### src/rtl/hiccup_pkg.sv
// shared constants and carrier types for the overcurrent hiccup sequencer
package hiccup_pkg;
  localparam int hiccup_count_w = 10;                 // counter width for hiccup count
  localparam logic [9:0] hiccup_limit = 10'h200;      // current-limited cycles to hiccup
  localparam int clamp_count_w = 5;                   // width of overcurrent event count
  localparam logic [4:0] clamp_limit = 5'h10;         // events before soft-start clamp
  localparam int clean_count_w = 3;                   // width of clean-cycle count
  localparam logic [2:0] clean_limit = 3'h4;          // clean cycles that clear hiccup count
  localparam int sync_stages = 3;                     // pin synchroniser depth

  // strap decode for one feedback pin
  typedef enum logic [2:0] {
    vout_fixed_5v = 3'h1,
    vout_fixed_3v3 = 3'h2,
    vout_adjustable = 3'h4
  } vout_mode_t;

  // per-channel analog comparator inputs
  typedef struct packed {
    logic switch_clock;    // channel switching-clock level
    logic pwm_request;     // loop asks for high-side on
    logic low_request;     // loop asks for low-side on
    logic over_limit;      // sense above current-limit threshold
    logic min_on_violation;// required on time below minimum
  } chan_sense_t;

  // per-channel drive outputs
  typedef struct packed {
    logic high_side_gate_drive;
    logic low_side_gate_drive;
    logic soft_start_pull_low;
    logic soft_start_clamp;
    logic pulse_skip;
    logic in_hiccup;
  } chan_drive_t;
endpackage

### src/rtl/hiccup_channel.sv
// one buck channel: current limit, clamp counter, hiccup and clean-cycle counters
module hiccup_channel
  import hiccup_pkg::*;
(
  input wire logic clk_in,
  input wire logic rst_n_in,
  input wire logic cycle_tick_in,     // one pulse per switching period
  input wire logic over_limit_in,     // synchronised over-limit level
  input wire logic pwm_request_in,
  input wire logic low_request_in,
  input wire logic skip_in,           // min on-time violation
  input wire logic hiccup_enable_in,
  input wire logic restart_in,        // timer threshold restart pulse
  output logic expired_out,           // counter reached, waiting in hiccup
  output hiccup_pkg::chan_drive_t drive_out
);
  logic [hiccup_count_w-1:0] hiccup_count; // current-limited cycles
  logic [clamp_count_w-1:0] event_count;   // overcurrent events for clamp
  logic [clean_count_w-1:0] clean_count;   // consecutive clean cycles
  logic cycle_hit;                         // limit seen in this cycle
  logic in_hiccup;                         // held off until restart

  // note limit hits inside the current switching period
  always_ff @(posedge clk_in) begin
    if (!rst_n_in || cycle_tick_in) begin
      cycle_hit <= 1'b0;
    end else if (over_limit_in) begin
      cycle_hit <= 1'b1;
    end
  end

  // hiccup and clean counters advance once per switching period
  always_ff @(posedge clk_in) begin
    if (!rst_n_in) begin
      hiccup_count <= '0;
      clean_count <= '0;
    end else if (in_hiccup) begin
      hiccup_count <= '0;
      clean_count <= '0;
    end else if (cycle_tick_in) begin
      if (cycle_hit || over_limit_in) begin
        clean_count <= '0;
        if (hiccup_count != hiccup_limit) begin
          hiccup_count <= hiccup_count + 1'b1;
        end
      end else if (clean_count == clean_limit - 3'h1) begin
        clean_count <= '0;
        hiccup_count <= '0;
      end else begin
        clean_count <= clean_count + 1'b1;
      end
    end
  end

  // overcurrent event count arms the soft-start clamp after sixteen
  always_ff @(posedge clk_in) begin
    if (!rst_n_in || in_hiccup) begin
      event_count <= '0;
    end else if (cycle_tick_in && (cycle_hit || over_limit_in) && event_count != clamp_limit) begin
      event_count <= event_count + 1'b1;
    end
  end

  // hiccup state: entered on expiry, left only on the shared restart
  always_ff @(posedge clk_in) begin
    if (!rst_n_in) begin
      in_hiccup <= 1'b0;
    end else if (restart_in) begin
      in_hiccup <= 1'b0;
    end else if (hiccup_enable_in && hiccup_count == hiccup_limit) begin
      in_hiccup <= 1'b1;
    end
  end

  // registered drive outputs
  always_ff @(posedge clk_in) begin
    if (!rst_n_in) begin
      drive_out <= '0;
    end else begin
      // limit ends the high-side pulse at once; skip drops the pulse
      drive_out.high_side_gate_drive <= pwm_request_in && !over_limit_in && !skip_in && !in_hiccup;
      // fault pull-down of soft-start also kills low side
      drive_out.low_side_gate_drive <= low_request_in && !in_hiccup;
      drive_out.soft_start_pull_low <= in_hiccup;
      drive_out.soft_start_clamp <= (event_count == clamp_limit) && !in_hiccup;
      drive_out.pulse_skip <= skip_in;
      drive_out.in_hiccup <= in_hiccup;
    end
  end
  assign expired_out = in_hiccup;

  chk_hiccup_entry: assert property (@(posedge clk_in) disable iff (!rst_n_in)
    (hiccup_enable_in && hiccup_count == hiccup_limit && !restart_in) |=> in_hiccup)
    else $error("hiccup not entered at limit");
  chk_clean_clear: assert property (@(posedge clk_in) disable iff (!rst_n_in)
    (cycle_tick_in && !in_hiccup && !cycle_hit && !over_limit_in && clean_count == clean_limit - 3'h1)
    |=> hiccup_count == '0)
    else $error("clean cycles did not clear counter");
  chk_limit_cut: assert property (@(posedge clk_in) disable iff (!rst_n_in)
    over_limit_in |=> !drive_out.high_side_gate_drive)
    else $error("high side on during over limit");
  chk_lowside_off: assert property (@(posedge clk_in) disable iff (!rst_n_in)
    drive_out.soft_start_pull_low |-> !drive_out.low_side_gate_drive)
    else $error("low side on during fault");
  chk_clamp_arm: assert property (@(posedge clk_in) disable iff (!rst_n_in)
    drive_out.soft_start_clamp |-> $past(event_count) == clamp_limit)
    else $error("clamp armed early");
endmodule

### src/rtl/overcurrent_hiccup_sequencer.sv
// two-channel overcurrent hiccup sequencer with strap latching and shared timer pin
module overcurrent_hiccup_sequencer
  import hiccup_pkg::*;
(
  input wire logic clk_in,
  input wire logic rst_n_in,                 // bias undervoltage lockout, low active
  input wire logic [1:0] strap_at_bias_in,   // feedback strap seen at internal_bias_rail
  input wire logic [1:0] strap_at_ground_in, // feedback strap seen at analog_ground
  input wire logic mode_strap_direct_in,     // mode strap tied straight to ground
  input wire logic timer_pin_at_bias_in,     // hiccup_timer_pin tied high at power-up
  input wire logic timer_threshold_in,       // hiccup_timer_pin reached threshold
  input hiccup_pkg::chan_sense_t sense_ch1_in,
  input hiccup_pkg::chan_sense_t sense_ch2_in,
  output hiccup_pkg::vout_mode_t vout_mode_ch1_out,
  output hiccup_pkg::vout_mode_t vout_mode_ch2_out,
  output logic low_gain_out,                 // ultra-low quiescent gain chosen
  output logic hiccup_disabled_out,
  output logic timer_discharge_out,          // pull hiccup_timer_pin to ground
  output logic timer_charge_out,             // enable timer charge source
  output hiccup_pkg::chan_drive_t drive_ch1_out,
  output hiccup_pkg::chan_drive_t drive_ch2_out
);
  import hiccup_pkg::*;

  localparam int pin_w = 14; // all asynchronous analog inputs but the feedback straps in one bundle

  logic [pin_w-1:0] raw_pins;                 // unsynchronised comparator levels
  logic [pin_w-1:0] sync_a;                   // first stage, read only by sync_b
  logic [pin_w-1:0] sync_b;
  logic [pin_w-1:0] sync_c;
  logic [pin_w-1:0] pins;                     // accepted stable levels
  chan_sense_t s1;
  chan_sense_t s2;
  logic clk1_prev;                            // for switching clock edges
  logic clk2_prev;
  logic tick1;
  logic tick2;
  logic straps_taken;                         // one-shot sample after reset release
  logic expired1;
  logic expired2;
  logic restart;                              // shared restart pulse
  logic next_charging;
  logic charging;
  logic hiccup_off;

  assign raw_pins = {sense_ch2_in, sense_ch1_in, timer_threshold_in, timer_pin_at_bias_in,
                     mode_strap_direct_in, 1'b0};

  // three-stage synchroniser; a change counts once stages two and three agree
  always_ff @(posedge clk_in) begin
    if (!rst_n_in) begin
      sync_a <= '0;
      sync_b <= '0;
      sync_c <= '0;
      pins <= '0;
    end else begin
      sync_a <= raw_pins;
      sync_b <= sync_a;
      sync_c <= sync_b;
      for (int i = 0; i < pin_w; i++) begin
        if (sync_b[i] == sync_c[i]) begin
          pins[i] <= sync_c[i];
        end
      end
    end
  end
  assign s1 = pins[8:4];
  assign s2 = pins[13:9];

  // strap pins are static, sampled directly once after release of lockout
  always_ff @(posedge clk_in) begin
    if (!rst_n_in) begin
      straps_taken <= 1'b0;
      vout_mode_ch1_out <= vout_fixed_5v;
      vout_mode_ch2_out <= vout_fixed_5v;
      low_gain_out <= 1'b0;
      hiccup_off <= 1'b0;
      hiccup_disabled_out <= 1'b0;
    end else if (!straps_taken) begin
      straps_taken <= 1'b1;
      // rail tie gives 3.3 V, ground tie 5 V, anything else a divider
      vout_mode_ch1_out <= strap_at_bias_in[0] ? vout_fixed_3v3 :
                           strap_at_ground_in[0] ? vout_fixed_5v : vout_adjustable;
      vout_mode_ch2_out <= strap_at_bias_in[1] ? vout_fixed_3v3 :
                           strap_at_ground_in[1] ? vout_fixed_5v : vout_adjustable;
      low_gain_out <= !mode_strap_direct_in;
      hiccup_off <= timer_pin_at_bias_in;
      // reported copy of the latched disable, so the flag stands for the whole power cycle
      hiccup_disabled_out <= timer_pin_at_bias_in;
    end
  end

  // switching-clock rising edges give one tick per period per channel
  always_ff @(posedge clk_in) begin
    if (!rst_n_in) begin
      clk1_prev <= 1'b0;
      clk2_prev <= 1'b0;
    end else begin
      clk1_prev <= s1.switch_clock;
      clk2_prev <= s2.switch_clock;
    end
  end
  assign tick1 = s1.switch_clock && !clk1_prev;
  assign tick2 = s2.switch_clock && !clk2_prev;

  hiccup_channel u_ch1 (
    .clk_in(clk_in),
    .rst_n_in(rst_n_in),
    .cycle_tick_in(tick1),
    .over_limit_in(s1.over_limit),
    .pwm_request_in(s1.pwm_request),
    .low_request_in(s1.low_request),
    .skip_in(s1.min_on_violation),
    .hiccup_enable_in(straps_taken && !hiccup_off),
    .restart_in(restart),
    .expired_out(expired1),
    .drive_out(drive_ch1_out)
  );

  hiccup_channel u_ch2 (
    .clk_in(clk_in),
    .rst_n_in(rst_n_in),
    .cycle_tick_in(tick2),
    .over_limit_in(s2.over_limit),
    .pwm_request_in(s2.pwm_request),
    .low_request_in(s2.low_request),
    .skip_in(s2.min_on_violation),
    .hiccup_enable_in(straps_taken && !hiccup_off),
    .restart_in(restart),
    .expired_out(expired2),
    .drive_out(drive_ch2_out)
  );

  // a later expiry re-starts the shared charge cycle so both restart together
  always_comb begin
    next_charging = charging;
    if (restart) begin
      next_charging = 1'b0;
    end else if (expired1 || expired2) begin
      next_charging = 1'b1;
    end
  end
  // the later of two expiries restarts charging from ground
  logic late_expiry;
  logic exp1_prev;
  logic exp2_prev;
  assign late_expiry = charging && ((expired1 && !exp1_prev) || (expired2 && !exp2_prev));
  assign restart = charging && !late_expiry && pins[3] && !timer_discharge_out;

  // timer pin control; discharge whenever no charge cycle runs
  always_ff @(posedge clk_in) begin
    if (!rst_n_in) begin
      charging <= 1'b0;
      exp1_prev <= 1'b0;
      exp2_prev <= 1'b0;
      timer_charge_out <= 1'b0;
      timer_discharge_out <= 1'b1;
    end else begin
      charging <= next_charging;
      exp1_prev <= expired1;
      exp2_prev <= expired2;
      timer_charge_out <= next_charging && !late_expiry;
      timer_discharge_out <= !next_charging || late_expiry;
    end
  end

  chk_idle_discharge: assert property (@(posedge clk_in) disable iff (!rst_n_in)
    !charging |=> timer_discharge_out || next_charging)
    else $error("timer pin not discharged while idle");
  chk_restart_both: assert property (@(posedge clk_in) disable iff (!rst_n_in)
    restart |=> !expired1 && !expired2)
    else $error("channel held after restart");
  chk_strap_hold: assert property (@(posedge clk_in) disable iff (!rst_n_in)
    $past(straps_taken) |-> $stable(vout_mode_ch1_out) && $stable(low_gain_out))
    else $error("strap setting changed");
  chk_hiccup_off: assert property (@(posedge clk_in) disable iff (!rst_n_in)
    hiccup_off |-> !expired1 && !expired2)
    else $error("hiccup active while disabled");
endmodule

### config.mk
export PLATFORM = sky130hd
export DESIGN_NAME = overcurrent_hiccup_sequencer
export DESIGN_NICKNAME = d
export VERILOG_FILES = /design/src/rtl/hiccup_pkg.sv /design/src/rtl/hiccup_channel.sv /design/src/rtl/overcurrent_hiccup_sequencer.sv
export SDC_FILE = /design/constraint.sdc
export NUM_CORES = 1
export LEC_CHECK = 0
export BUFFER_PORTS_ARGS = -buffer_cell sky130_fd_sc_hd__buf_2
export CAP_MARGIN = 40
export CORE_UTILIZATION = 50
export DETAILED_ROUTE_END_ITERATION = 10
export PLACE_DENSITY_LB_ADDON = 0.15
export SLEW_MARGIN = 20
export SYNTH_ARGS = -nofsm -noshare
export SYNTH_HDL_FRONTEND = slang
export SYNTH_SLANG_ARGS = --single-unit
### constraint.sdc
create_clock -name clk_in -period 1.9 [get_ports clk_in]
set_clock_uncertainty 0.2 [all_clocks]
set_input_delay 0.19 -clock clk_in [delete_from_list [all_inputs] [get_ports clk_in]]
set_output_delay 0.19 -clock clk_in [all_outputs]
set_load 0.05 [all_outputs]
==> impl_metrics.tcl <==
set metrics [dict create \
    ir_drop_uv 580 \
    holdPathStages 1 \
    met1_usage_pct 24.5 \
    dieWidth_um 92.3 \
    cts_buffer_depth 2 \
    drtIter0Drc 76 \
    startpoint_type "input port" \
    ant_nets 0 \
    slew_headroom_pct 72.0 \
    clock_latency_ns 0.37 \
    cap_viol_max_count 0 \
    ys_types 47 \
    use_met2_pct 29.6 \
    final_core_util_pct 61.0 \
    switchingPower_uw 934 \
    cp_max_fo 8 \
    seq_power_share_pct 59.9 \
    power_frac_comb_pct 4.8 \
    synth.area.top_cells "dfxtp_1, and2_1, nand2_1" \
    async_flop_share_pct 0 \
    p_clk_share_pct 35.3 \
    drive_gt1_share_pct 14.8 \
    reg2regPathDepth 5 \
    critical_path_class "in -> reg" \
    r2r-start "straps_taken" \
    hp-start "sync_a[5]" \
    synth_top_area_cell "dfxtp_1" \
    via_count 3092 \
    arrival_ns 1.83 \
    reg2reg_to "vout_mode_ch2_out[0]" \
    met3_usage_pct 5.42 \
    grt_max_degree 60 \
    synthCells 429 \
    drt_first_pass_iters 4 \
    numPortBuffers 40 \
    dieHeight_um 92.3 \
    p_int_uw 2940 \
    cts_root_buffer "clkbuf_8" \
    gr-total-overflow 0 \
    tritoncts "built" \
    min_period_ns 1.75 \
    pre_cts_ws_ns 0.203 \
    post_drt_wl_per_cell_um 12.0 \
    grt_pass1_wl_um 12800 \
    grt_pass1_vias 2904 \
    finalMaxSlewViolations 0 \
    final_cell_mix "dfxtp_1, and2_1, buf_2" \
    yosys_warnings 0 \
    required_ns 1.97 \
    drc 0 \
    tns_ns 0 \
    cts.clk_slew.worst_paths_ns 0.11 \
    io_pins 41 \
    synth_nets 458 \
    tightest_slew_ns 0.420 \
    place_area_mm2 0.00436 \
    ys_seq_area_share_pct 53.0 \
    die_area_mm2 0.00852 \
    netlist.area_leader.share_pct 53.0 \
    grt.total_usage_pct 18.5 \
    synth_edf_count 0 \
    numCtsBuffers 9 \
    hold_viol_final 0 \
    layout_commonest_cell "dfxtp_1" \
    core_mm2 0.00781 \
    vias_per_cell 5.19 \
    rrSetupSlack_ns 0.18 \
    p_leak_uw 0.00186 \
    worstHoldPathType "reg -> reg" \
    antenna_found_initial 0 \
    busiest_layer "met2" \
    gp_congestion 0.774 \
    synth_ff_type "dfxtp_1" \
    rsz0062_at_grt "no" \
    switching_share_pct 24.1 \
    hpwl_um 4690 \
    period_share_pct 92.3 \
    timing.final.ws_setup_ns 0.147 \
    cts_sinks 108 \
    netlist_area_mm2 0.00408 \
    status "complete, no violations" \
    fmax_mhz 570 \
    area_growth_pct 16.8 \
    layout.nets 518 \
    ys_ff_latch 108 \
    htree_levels 3 \
    antenna_cells 0 \
    crit_path_end_kind "register" \
    setup_viol 0 \
    power.density_mw_per_mm2 813 \
    drt_wl_total_um 7140 \
    start_util_pct 52.2 \
    fin_area_mm2 0.00476 \
    min_to "sync_b[5]" \
    std_cell_rows 32 \
    synth.avg_cell_area_um2 9.51 \
]
power groups by stage:
stage / Combinational, uW / Clock, uW / Sequential, uW
after global placement: 149 / 0 / 2370
after detailed placement: 152 / 0 / 2370
after global routing: 203 / 1520 / 2330
after floorplan: 71.0 / 0 / 2400
after CTS: 185 / 1410 / 2320
final: 186 / 1370 / 2320
what timing repair did:
action,in CTS,in global routing
hold buffers,20,0
setup endpoints to repair,0,1
buffers inserted,0,0
hold endpoints to repair,23,0
gates resized for setup,0,1
registers in the layout, summed over array words and instances, names as in the netlist, 5 cells and up:
| register | count |
|---|---|
| u_ch2.event_count | 5 |
| u_ch2.drive_out | 5 |
| pins | 11 |
| sync_a | 11 |
| sync_b | 11 |
| u_ch1.event_count | 5 |
| u_ch1.drive_out | 5 |
| u_ch1.hiccup_count | 10 |
| u_ch2.hiccup_count | 10 |
| sync_c | 11 |
synth_stat cells, drive strengths merged, types with 2 or more instances:
| cell type | n |
|---|---|
| a21boi | 11 |
| a21oi | 25 |
| a22oi | 2 |
| a311oi | 2 |
| and2 | 44 |
| and2b | 2 |
| and3 | 11 |
| buf | 7 |
| clkbuf | 8 |
| dfxtp | 108 |
| ha | 10 |
| inv | 11 |
| mux2i | 3 |
| nand2 | 38 |
| nand2b | 4 |
| nand3 | 11 |
| nand3b | 4 |
| nand4 | 9 |
| nor2 | 30 |
| nor2b | 14 |
| nor3 | 11 |
| nor4 | 4 |
| nor4b | 3 |
| o21ai | 30 |
| o311a | 2 |
| o31ai | 6 |
| or2 | 2 |
| xnor2 | 3 |
| xor2 | 6 |
area by class of cell:
class,instances,area (um2)
sequential,108,2160
multi-input combinational,295,1800
fill,676,3040
inverter,11,41.3
timing repair buffer,64,430
clock buffer,10,138
tap,102,128
clock inverter,6,62.6
logic make-up after synthesis:
logic type | count (synthesis) | share of synthesized area (%)
flops | 108 | 53.0
buf+inv | 26 | 2.85
mux | 3 | 0.736
fa+ha+maj | 10 | 3.07
compound gates | 84 | 12.8
simple gates | 189 | 25.6
xor+xnor | 9 | 1.93
worst max-delay path, stage by stage:
cell and delay, ns:
dlygate4sd3_1 0.52, buf_2 0.18, nor2b_1 0.38, nand3_1 0.27
o31ai_1 0.29
how the worst max path moves through the flow:
| stage | start | to | slack [ns] | cells past startpoint |
|---|---|---|---|---|
| after floorplan | u_ch1.hiccup_count[0] | u_ch1.hiccup_count[2] | 0.37 | 7 |
| after global placement | u_ch1.hiccup_count[0] | u_ch1.hiccup_count[2] | 0.25 | 7 |
| after detailed placement | u_ch1.hiccup_count[0] | u_ch1.hiccup_count[0] | 0.20 | 7 |
| after CTS | straps_taken | vout_mode_ch2_out[0] | 0.05 | 5 |
| after global routing | rst_n_in | u_ch1.hiccup_count[9] | 0.02 | 5 |
| final | rst_n_in | u_ch1.hiccup_count[9] | 0.15 | 5 |
routing by layer:
| metal | wire [um] | vias to the layer above | share of wire (%) |
|---|---|---|---|
| met4 | 80 | 0 | 1.1 |
| met2 | 3200 | 76 | 45 |
| met3 | 332 | 7 | 4.7 |
| li1 | - | 1595 | - |
| met5 | 0 | - | 0 |
| met1 | 3530 | 1414 | 49 |
through the flow:
step	hold WS, ns	power (uW)	instances
finish	0.244	3870	596
global route	0.257	4050	596
CTS	0.249	3920	596
detailed placement	0.199	2530	560
global placement	0.195	2520	560
floorplan	0.0177	2470	429
(Power assumes the default switching activity.)
